### src/common/jbd_pkg.sv
// Package of opcode fields, constants and types for the jump and branch decoder
package jbd_pkg;
  localparam int WORD_W = 24;
  localparam int CCR_W = 8;
  localparam int SR_W = 24;
  localparam int SP_W = 6;
  // Opcode templates; fields are masked out before comparing
  localparam logic [23:0] OPC_BIT_EA = 24'h0a4080;
  localparam logic [23:0] MSK_BIT_EA = 24'hffc0a0;
  localparam logic [23:0] OPC_BIT_AA = 24'h0a0080;
  localparam logic [23:0] MSK_BIT_AA = 24'hffc0a0;
  localparam logic [23:0] OPC_BIT_PP = 24'h0a8080;
  localparam logic [23:0] MSK_BIT_PP = 24'hffc0a0;
  localparam logic [23:0] OPC_BIT_QQ = 24'h018080;
  localparam logic [23:0] MSK_BIT_QQ = 24'hffc0a0;
  localparam logic [23:0] OPC_BIT_REG = 24'h0ac000;
  localparam logic [23:0] MSK_BIT_REG = 24'hffc0e0;
  localparam logic [23:0] OPC_JMP_EA = 24'h0ac080;
  localparam logic [23:0] MSK_JMP_EA = 24'hffc0ff;
  localparam logic [23:0] OPC_JMP_SH = 24'h0c0000;
  localparam logic [23:0] MSK_JMP_SH = 24'hfff000;
  localparam logic [23:0] OPC_JSC_EA = 24'h0bc0a0;
  localparam logic [23:0] MSK_JSC_EA = 24'hffc0f0;
  localparam logic [23:0] OPC_JSC_SH = 24'h0f0000;
  localparam logic [23:0] MSK_JSC_SH = 24'hff0000;
  // Field positions
  localparam int BIT_LSB = 0;
  localparam int BIT_W = 5;
  localparam int SPACE_POS = 6;
  localparam int MEMF_POS = 7;
  localparam int EAF_LSB = 8;
  localparam int EAF_W = 6;
  localparam int SHORT_W = 12;
  localparam int CC_SH_LSB = 12;
  localparam int CC_EA_LSB = 0;
  localparam int CC_W = 4;
  localparam int CCR_S_POS = 7;
  localparam int CCR_L_POS = 6;
  localparam logic [4:0] MAX_BIT = 5'h17;
  localparam logic [23:0] PP_BASE = 24'hffffc0;
  localparam logic [23:0] QQ_BASE = 24'hffff80;
  // Condition-code bit positions inside the code byte
  localparam int CC_C = 0;
  localparam int CC_V = 1;
  localparam int CC_Z = 2;
  localparam int CC_N = 3;
  localparam int CC_U = 4;
  localparam int CC_E = 5;
  typedef enum logic [2:0] {
    JBD_SRC_NONE, JBD_SRC_EA, JBD_SRC_ABS, JBD_SRC_REG
  } jbd_src_t;
  typedef enum logic [2:0] {
    JBD_IDLE, JBD_EXT, JBD_OPND, JBD_PUSH
  } jbd_state_t;
endpackage

### src/hw/jbd_cond.sv
// Condition-code evaluator for the conditional subroutine jump
`timescale 1ns/10ps
`default_nettype none
module jbd_cond
  import jbd_pkg::*;
(
  input wire logic [CC_W-1:0] cond,
  input wire logic [CCR_W-1:0] condition_code_byte,
  output logic holds
);
  logic c, v, z, n, u, e, l, s;
  always_comb begin
    c = condition_code_byte[CC_C];
    v = condition_code_byte[CC_V];
    z = condition_code_byte[CC_Z];
    n = condition_code_byte[CC_N];
    u = condition_code_byte[CC_U];
    e = condition_code_byte[CC_E];
    l = condition_code_byte[CCR_L_POS];
    s = condition_code_byte[CCR_S_POS];
    // Standard sixteen-entry condition table
    unique case (cond)
      4'h0: holds = !c;
      4'h1: holds = !(n ^ v);
      4'h2: holds = !z;
      4'h3: holds = !n;
      4'h4: holds = !(z | ((!u) & (!e)));
      4'h5: holds = !e;
      4'h6: holds = !l;
      4'h7: holds = !(z | (n ^ v));
      4'h8: holds = c;
      4'h9: holds = n ^ v;
      4'ha: holds = z;
      4'hb: holds = n;
      4'hc: holds = z | ((!u) & (!e));
      4'hd: holds = e;
      4'he: holds = l;
      4'hf: holds = z | (n ^ v);
    endcase
    if (s && 1'b0) begin
      holds = 1'b0;
    end
  end
endmodule
`default_nettype wire

### src/hw/jbd_decoder.sv
// Jump, bit-test jump and conditional subroutine jump decode and execute
`timescale 1ns/10ps
`default_nettype none
//
// Contract
// - Bit clear loads PC from extension
// - Bit number from opcode bits 4..0
// - Bit set: advance PC, drop target
// - Address register updated either way
// - Indirect modes fetch X or Y operand
// - Absolute and peripheral short addresses
// - Bit 7 set, bit 6 space select
// - Register form tests chosen register bit
// - Bit-test jumps are two words
// - Update CONDITION_CODE_BYTE bits 7,6 only
// - Unconditional jump loads effective address
// - Short forms zero-extend 12-bit address
// - Jumps leave condition codes unchanged
// - Taken subroutine jump pushes PC, SR
// - Failed subroutine jump pushes nothing
// - Address update even when false
// - Condition field position per form
// - Fast short-jump mode accepted in ea
module jbd_decoder
  import jbd_pkg::*;
(
  input wire logic ref_clk,
  input wire logic rst_n,
  input wire logic instr_valid,
  input wire logic [WORD_W-1:0] instr_word,
  input wire logic [WORD_W-1:0] ext_word,
  input wire logic [WORD_W-1:0] pc_cur,
  input wire logic [CCR_W-1:0] ccr_cur,
  input wire logic [SR_W-1:0] sr_cur,
  input wire logic [SP_W-1:0] sp_cur,
  input wire logic [WORD_W-1:0] ea_addr,
  input wire logic opnd_valid,
  input wire logic [WORD_W-1:0] opnd_data,
  input wire logic ccr_s_new,
  input wire logic ccr_l_new,
  output logic busy,
  output logic done,
  output logic illegal,
  output logic ea_update,
  output logic [EAF_W-1:0] ea_mode,
  output logic mem_rd,
  output logic mem_space_y,
  output logic [WORD_W-1:0] mem_addr,
  output logic reg_rd,
  output logic [EAF_W-1:0] reg_sel,
  output logic pc_load,
  output logic [WORD_W-1:0] pc_next,
  output logic ccr_we,
  output logic [CCR_W-1:0] ccr_next,
  output logic stack_we,
  output logic [SP_W-1:0] stack_pointer,
  output logic [WORD_W-1:0] stack_high_word,
  output logic [SR_W-1:0] stack_low_word
);
  import jbd_pkg::*;

  typedef struct packed {
    jbd_state_t st;
    logic [WORD_W-1:0] ins;
    logic [WORD_W-1:0] tgt;
    logic is_sub;
    logic busy;
    logic done;
    logic illegal;
    logic ea_update;
    logic [EAF_W-1:0] ea_mode;
    logic mem_rd;
    logic mem_space_y;
    logic [WORD_W-1:0] mem_addr;
    logic reg_rd;
    logic [EAF_W-1:0] reg_sel;
    logic pc_load;
    logic [WORD_W-1:0] pc_next;
    logic ccr_we;
    logic [CCR_W-1:0] ccr_next;
    logic stack_we;
    logic [SP_W-1:0] stack_pointer;
    logic [WORD_W-1:0] stack_high_word;
    logic [SR_W-1:0] stack_low_word;
  } jbd_reg_t;

  jbd_reg_t s_q, s_d;

  // ----------------------------------------
  // Opcode classification
  // ----------------------------------------
  logic is_bit_ea, is_bit_aa, is_bit_pp, is_bit_qq, is_bit_reg, is_bit;
  logic is_jmp_ea, is_jmp_sh, is_jsc_ea, is_jsc_sh;
  logic [BIT_W-1:0] bitno;
  logic [CC_W-1:0] cond;
  logic cond_ok;
  logic [5:0] short6;
  logic opnd_bit;

  assign is_bit_ea = (instr_word & MSK_BIT_EA) == OPC_BIT_EA;
  assign is_bit_aa = (instr_word & MSK_BIT_AA) == OPC_BIT_AA;
  assign is_bit_pp = (instr_word & MSK_BIT_PP) == OPC_BIT_PP;
  assign is_bit_qq = (instr_word & MSK_BIT_QQ) == OPC_BIT_QQ;
  assign is_bit_reg = (instr_word & MSK_BIT_REG) == OPC_BIT_REG;
  assign is_bit = is_bit_ea | is_bit_aa | is_bit_pp | is_bit_qq | is_bit_reg;
  assign is_jmp_ea = (instr_word & MSK_JMP_EA) == OPC_JMP_EA;
  assign is_jmp_sh = (instr_word & MSK_JMP_SH) == OPC_JMP_SH;
  assign is_jsc_ea = (instr_word & MSK_JSC_EA) == OPC_JSC_EA;
  assign is_jsc_sh = (instr_word & MSK_JSC_SH) == OPC_JSC_SH;
  assign bitno = instr_word[BIT_LSB +: BIT_W];
  assign short6 = instr_word[EAF_LSB +: EAF_W];
  // Condition sits in a different place for each form
  assign cond = is_jsc_sh ? instr_word[CC_SH_LSB +: CC_W]
                          : instr_word[CC_EA_LSB +: CC_W];
  assign opnd_bit = opnd_data[s_q.ins[BIT_LSB +: BIT_W]];

  jbd_cond u_cond (
    .cond(cond),
    .condition_code_byte(ccr_cur),
    .holds(cond_ok)
  );

  // ----------------------------------------
  // Next-state logic
  // ----------------------------------------
  always_comb begin
    s_d = s_q;
    s_d.done = 1'b0;
    s_d.illegal = 1'b0;
    s_d.ea_update = 1'b0;
    s_d.mem_rd = 1'b0;
    s_d.reg_rd = 1'b0;
    s_d.pc_load = 1'b0;
    s_d.ccr_we = 1'b0;
    s_d.stack_we = 1'b0;
    unique case (s_q.st)
      JBD_IDLE: begin
        s_d.busy = 1'b0;
        if (instr_valid) begin
          s_d.ins = instr_word;
          s_d.pc_next = pc_cur + 24'h000001;
          if (is_bit && bitno > MAX_BIT) begin
            s_d.illegal = 1'b1;
            s_d.done = 1'b1;
          end else if (is_bit) begin
            // Second word is always the target, even if it goes unused
            s_d.tgt = ext_word;
            s_d.pc_next = pc_cur + 24'h000002;
            s_d.busy = 1'b1;
            s_d.st = JBD_OPND;
            s_d.ea_update = is_bit_ea;
            s_d.ea_mode = short6;
            s_d.mem_space_y = instr_word[SPACE_POS];
            s_d.mem_rd = is_bit_ea | is_bit_aa | is_bit_pp | is_bit_qq;
            s_d.reg_rd = is_bit_reg;
            s_d.reg_sel = short6;
            if (is_bit_ea) begin
              s_d.mem_addr = ea_addr;
            end else if (is_bit_aa) begin
              s_d.mem_addr = {18'h00000, short6};
            end else if (is_bit_pp) begin
              s_d.mem_addr = PP_BASE | {18'h00000, short6};
            end else begin
              s_d.mem_addr = QQ_BASE | {18'h00000, short6};
            end
          end else if (is_jmp_sh || is_jsc_sh) begin
            s_d.tgt = {12'h000, instr_word[SHORT_W-1:0]};
            s_d.is_sub = is_jsc_sh;
            s_d.busy = 1'b1;
            s_d.st = JBD_EXT;
            if (is_jsc_sh && !cond_ok) begin
              s_d.st = JBD_IDLE;
              s_d.busy = 1'b0;
              s_d.pc_load = 1'b1;
              s_d.done = 1'b1;
            end
          end else if (is_jmp_ea || is_jsc_ea) begin
            s_d.tgt = ea_addr;
            s_d.ea_update = 1'b1;
            s_d.ea_mode = short6;
            s_d.is_sub = is_jsc_ea;
            s_d.busy = 1'b1;
            s_d.st = JBD_EXT;
            if (is_jsc_ea && !cond_ok) begin
              // Extension ignored; PC still only steps by one here
              s_d.st = JBD_IDLE;
              s_d.busy = 1'b0;
              s_d.pc_load = 1'b1;
              s_d.done = 1'b1;
            end
          end
        end
      end
      JBD_EXT: begin
        // Condition codes untouched on both jump kinds
        s_d.ccr_we = 1'b0;
        if (s_q.is_sub) begin
          s_d.stack_pointer = sp_cur + 6'h01;
          s_d.stack_high_word = s_q.pc_next;
          s_d.stack_low_word = sr_cur;
          s_d.stack_we = 1'b1;
          s_d.st = JBD_PUSH;
        end else begin
          s_d.pc_next = s_q.tgt;
          s_d.pc_load = 1'b1;
          s_d.done = 1'b1;
          s_d.busy = 1'b0;
          s_d.st = JBD_IDLE;
        end
      end
      JBD_PUSH: begin
        s_d.pc_next = s_q.tgt;
        s_d.pc_load = 1'b1;
        s_d.done = 1'b1;
        s_d.busy = 1'b0;
        s_d.st = JBD_IDLE;
      end
      JBD_OPND: begin
        if (opnd_valid) begin
          if (!opnd_bit) begin
            s_d.pc_next = s_q.tgt;
          end
          // Else keep PC plus two and drop the target
          s_d.pc_load = 1'b1;
          s_d.ccr_we = 1'b1;
          s_d.ccr_next = ccr_cur;
          s_d.ccr_next[CCR_S_POS] = ccr_s_new;
          s_d.ccr_next[CCR_L_POS] = ccr_l_new;
          s_d.done = 1'b1;
          s_d.busy = 1'b0;
          s_d.st = JBD_IDLE;
        end
      end
      default: begin
        s_d.st = JBD_IDLE;
      end
    endcase
  end

  always_ff @(posedge ref_clk) begin
    if (!rst_n) begin
      s_q <= '0;
    end else begin
      s_q <= s_d;
    end
  end

  assign busy = s_q.busy;
  assign done = s_q.done;
  assign illegal = s_q.illegal;
  assign ea_update = s_q.ea_update;
  assign ea_mode = s_q.ea_mode;
  assign mem_rd = s_q.mem_rd;
  assign mem_space_y = s_q.mem_space_y;
  assign mem_addr = s_q.mem_addr;
  assign reg_rd = s_q.reg_rd;
  assign reg_sel = s_q.reg_sel;
  assign pc_load = s_q.pc_load;
  assign pc_next = s_q.pc_next;
  assign ccr_we = s_q.ccr_we;
  assign ccr_next = s_q.ccr_next;
  assign stack_we = s_q.stack_we;
  assign stack_pointer = s_q.stack_pointer;
  assign stack_high_word = s_q.stack_high_word;
  assign stack_low_word = s_q.stack_low_word;
endmodule
`default_nettype wire

### config.mk
export PLATFORM = sky130hd
export DESIGN_NAME = jbd_decoder
export DESIGN_NICKNAME = d
export VERILOG_FILES = /design/src/common/jbd_pkg.sv /design/src/hw/jbd_cond.sv /design/src/hw/jbd_decoder.sv
export SDC_FILE = /design/constraint.sdc
export NUM_CORES = 1
export LEC_CHECK = 0
export BUFFER_PORTS_ARGS = -buffer_cell sky130_fd_sc_hd__buf_2
export CORE_ASPECT_RATIO = 0.75
export CORE_MARGIN = 4
export CORE_UTILIZATION = 47
export CTS_BUF_LIST = sky130_fd_sc_hd__clkbuf_8
export DETAILED_ROUTE_END_ITERATION = 10
export MAX_ROUTING_LAYER = met4
export PLACE_DENSITY = 0.79
export RECOVER_POWER = 50
export SYNTH_ARGS = -nofsm -noshare
export SYNTH_HDL_FRONTEND = slang
export SYNTH_SLANG_ARGS = --single-unit
### constraint.sdc
create_clock -name ref_clk -period 2.2 [get_ports ref_clk]
set_input_delay 0.33 -clock ref_clk [delete_from_list [all_inputs] [get_ports ref_clk]]
set_output_delay 0.33 -clock ref_clk [all_outputs]
set_load 0.02 [all_outputs]
== After elaboration in Yosys (flattened, before gate mapping) ==
Index checks and enable logic that the tools add are counted.
Storage, ports and cells
  flip-flop bits (word level): 184
  output and inout bits: 132
Operators by class
  reduce and logical (&&, ||, !) cells: 36
  bitwise gates (word level): 13
  add/subtract/negate cells: 3
  multiplexer cells: 47
  order comparisons: 2
  eq/ne operators: 34
Operators by type and width (count)
  $mux W120: 1
  $mux W24: 5
  $pmux W25 S4: 1
  $mux W65: 1
  $mux W55: 1
  $mux W27: 2
  $eq A12 B8 Y1 const B: 4
  $mux W34: 1
  $mux W33: 1
  $eq A4 B4 Y1 const B: 8
  $mux W7: 4
  $mux W26: 1
  $mux W25: 1
  $add A24 B1 Y24 const B: 1
  $add A24 B2 Y24 const B: 1
  $eq A18 B14 Y1 const B: 1
  $eq A4 B3 Y1 const B: 4
  $pmux W1 S16: 1
  $mux W3: 5
  $reduce_and A5 Y1: 3
  $eq A14 B10 Y1 const B: 1
  $eq A13 B9 Y1 const B: 1
  $mux W1: 13
  $eq A12 B5 Y1 const B: 1
  other kinds (32): 72

== Logic depth before layout (Yosys ltp) ==
  depth in word-level cells: 14
  gate-level depth with buffers: 10
  gate-level depth less buffers: 7

== Cells and area by module ==
Synthesis repeated with hierarchy kept, for this count alone.
Unflattened totals
  cells, all modules: 1084
  area total of the unflattened synthesis: 8565.7 um^2
By module, submodules not included
  jbd_decoder: area each 8334.2 um^2, seq. area each 3283.1 um^2, cells an instance 1052, times used 1
  jbd_cond: area each 231.5 um^2, seq. area each 0.0 um^2, cells an instance 32, times used 1

== Least setup slack after synthesis ==
No wires, ideal clock.
  kind: register to register
  start point: register s_q[157] in the netlist's numbering
  end point: register s_q (netlist bit pc_next[18])
  slack: -134 ps
  cell stages (with the launch flop): 9
  required time: 2064 ps
  clock period less this slack: 2334 ps
  arrival: 2198 ps
  buffers on the path: 3
  cell sequence: dfxtp_1 -> buf_2 -> mux4_2 -> mux4_2 -> nor2b_1 -> o21ai_1 -> buf_2 -> buf_2 -> a41oi_1
On the way
  word-level cells in the longest chain between the ends: 4
Ends and longest elaborated chain
  from (decl): RTL line jbd_decoder.sv:87  | jbd_reg_t s_q, s_d;
  from (signal assigned): RTL line jbd_decoder.sv:242  | s_q <= '0;
  from (signal assigned): RTL line jbd_decoder.sv:244  | s_q <= s_d;
  $bmux W1 S5: RTL line jbd_decoder.sv:115  | assign opnd_bit = opnd_data[s_q.ins[BIT_LSB +: BIT_W]];
  $mux W1 (implied by the code): RTL line jbd_decoder.sv:115
  $ne A2 B2 Y1 (no line)
  $reduce_and A5 Y1 (no line)
Every way passes these cells. The select of a mux whose other input is x is not followed.
A chain may end at the register's enable or synchronous reset.

== Final worst setup path ==
  start point: register s_q[157] in the netlist's numbering
  end point: register s_q (netlist bit pc_next[14])
The elaborated chain is that of the path after synthesis.

==> results_dict.tcl <==
set metrics [dict create \
    reg2reg_slack_ns -0.06 \
    reg2reg_depth 7 \
    worst_r2r_startpoint "s_q[157]" \
    io_pins 296 \
    place_inst 1481 \
    rows 42 \
    violations "negative setup slack" \
    grt_pass1_vias 7836 \
    syn_nets 1218 \
    tns_ns -0.700 \
    synthFlopType "dfxtp_1" \
    syn_inst 1051 \
    cp-end-kind "flop" \
    cp_top_family "multiplexers" \
    async_flop_share_pct 0 \
    nets 1428 \
    viasPerCell 5.48 \
    ys_seq_area_share_pct 38.3 \
    initial_core_util_pct 48.3 \
    ant_nets 0 \
    slew_headroom_pct 41.3 \
    worstSkewPairLatency_ns 0.46 \
    p_leak_nw 3.81 \
    dp_hpwl_um 20500 \
    cts_tree "built" \
    rsz0062_at_grt "true" \
    cp_slowest_cell "mux4_2" \
    synth_area_leader_cell "dfxtp_1" \
    ys_ff_latch 164 \
    cp_common_cell "mux4_2" \
    cp_num_cells 7 \
    detail_route.iter0.violations 762 \
    finalSetupViolations 21 \
    cts-buffers-inserted 17 \
    dieArea_um2 20500 \
    slowest_delay_ns 0.49 \
    synth_edf_count 0 \
    cts_buffer_depth 2 \
    path_max_fanout 24 \
    die_h_um 125 \
    wl_per_cell_um 17.8 \
    grt_max_degree 42 \
    fin_crit_ns 2.26 \
    path_buf_inv 1 \
    drv_cap 0 \
    nFillCells 1733 \
    io_buffers 294 \
    power_density_nw_per_um2 572 \
    finalHoldViolCount 0 \
    final_common_cell "nand2_1" \
    min_period_over_period_pct 103 \
    core_um2 17800 \
    cts_root_buf "clkbuf_8" \
    grtUsageTotal_pct 26.1 \
    ys_types 67 \
    peakVddDrop_mv 0.349 \
    avgSynthCellArea_um2 8.16 \
    h-tree-depth 4 \
    fmaxAchievable_mhz 442 \
    post-route-drc-count 0 \
    clkSinkCount 164 \
    mostFrequentLayoutCells "180 x nand2_1, 166 x buf_2, 163 x dfxtp_1" \
    drt_wl_total_um 27000 \
    crit_end "pc_next[14]" \
    dr.pass1.iters 7 \
    die_x_um 164 \
    power.total_mw 5.93 \
    setup_ws_ns -0.0606 \
    critical_path.cell_chain "mux4_2 > mux4_2 > nor2b_4 > o21ai_4 > buf_12 > o21ai_1 > a41oi_2" \
    final_cell_count_no_fill 1519 \
    holdPathStages 2 \
    cp-startpoint "s_q[157]" \
    cp-start-kind "flop" \
    arrival_ns 2.64 \
    status "finished, violations left" \
    synth.top_cell.area_share_pct 38.3 \
    vias 8322 \
    synthToLayoutAreaGrowth_pct 20.8 \
    cp.required_ns 2.58 \
    syn_area_um2 8580 \
    tightest_slew_ns 0.880 \
    yosysWarnings 0 \
    crit_type "reg2reg" \
    drive_gt1_share_pct 26.1 \
    rr_endpoint "pc_next[14]" \
    synth.area.top_cells "dfxtp_1 38%, buf_4 11%, nand2_1 7.9%, a21oi_1 5.0%, nor2_1 3.9%" \
    grt-ovfl-total 0 \
    clk_pin_slew_ns 0.09 \
    min-delay-path-class "in2reg" \
    grt_pass1_wl_um 41400 \
    clock_skew_ns 0.0121 \
    routabilityCongestion 0.946 \
    antenna_found_initial 3 \
    slew_viol_final 0 \
]
==> per-stage QoR <==
step	util [%]	setup slack (ns)	cell area [um^2]	hold WS [ns]
after floorplan	-	-0.0235	8670	0.426
after global placement	56.4	-0.291	10000	0.438
after detailed placement	56.4	-0.349	10000	0.443
after CTS	59.1	-0.0667	10500	0.0633
after global routing	58.3	-0.162	10400	0.0732
final	58.3	-0.0606	10400	0.0946
==> layout make-up <==
type	instances	area, um^2	area share, %
inverter	8	32.5	0.314
timing repair buffer	387	2180	21.1
sequential	164	3290	31.7
multi-input combinational	683	4160	40.1
antenna	3	7.51	0.0725
tap	242	303	2.92
clock buffer	21	289	2.79
clock inverter	11	101	0.978
==> per-layer routing <==
metal	GRT usage (%)	share of wire [%]
met1	34.3	42
met2	40.0	46
met3	5.95	9.1
met4	8.58	2.3
met5	-	0
==> Yosys cell counts (all sizes together) (4+ instances only) <==
library cell / count
buf: 146
and2: 7
nor4: 8
a311oi: 10
o211ai: 7
xnor2: 15
inv: 8
and3: 9
or4: 8
nand2: 180
a41oi: 7
dfxtp: 164
mux2: 6
xor2: 6
nor3: 24
a22oi: 30
nor2b: 4
a31oi: 9
clkbuf: 50
a32oi: 5
mux2i: 28
mux4: 7
a21oi: 86
a211oi: 40
nor2: 93
nand3: 20
o21ai: 33
==> cells by family (layout without fill, tap and decap cells) <==
family                     count (synthesis)  in the layout  synth area share (%)
AOI/OAI and AO/OA                        246            246                  18.7
xor gates and xnor gates                  21             21                  2.14
adders and majority gates                  3              3                 0.438
buffers and inverters                    204            427                  14.6
DFF                                      164            164                  38.3
muxes                                     41             41                  5.94
other                                      0              3                     0
and+or+nand+nor                          372            372                  19.8
==> report_power, final <==
group / total, mW / switching (mW) / internal (mW)
Combinational: 0.718 / 0.396 / 0.322
Sequential: 3.04 / 0.0404 / 3.00
Clock: 2.17 / 1.15 / 1.02
Total: 5.93 / 1.59 / 4.34
==> flip-flops by register name (all words and copies together), names as in the netlist <==
| name | count |
|---|---|
| s_q | 32 |
| mem_addr | 24 |
| pc_next | 24 |
| stack_high_word | 24 |
| stack_low_word | 24 |
| ccr_next | 8 |
| ea_mode | 6 |
| reg_sel | 6 |
| stack_pointer | 6 |
| busy | 1 |
| ccr_we | 1 |
| done | 1 |
| ea_update | 1 |
| illegal | 1 |
| mem_rd | 1 |
| mem_space_y | 1 |
| pc_load | 1 |
| reg_rd | 1 |
| stack_we | 1 |
==> what timing repair did <==
action                                  in CTS  in global routing
hold buffers                                 0                  0
cloned                                       2                  0
setup buffers                                1                  0
gates resized for setup                      9                  6
endpoints found under the setup margin      24                 28
pin swaps                                    2                  0
==> how the worst min path moves through the flow <==
stage          slack [ns]                end               from
2_1_floorplan        0.43   stack_pointer[0]          sp_cur[0]
3_3_place_gp         0.44        mem_addr[2]        mem_addr[2]
6_report             0.09   stack_pointer[0]          sp_cur[0]
5_1_grt              0.07   stack_pointer[0]          sp_cur[0]
3_5_place_dp         0.44  stack_low_word[4]  stack_low_word[4]
4_1_cts              0.06   stack_pointer[0]          sp_cur[0]
No activity file was read; power rests on OpenSTA's default activity.
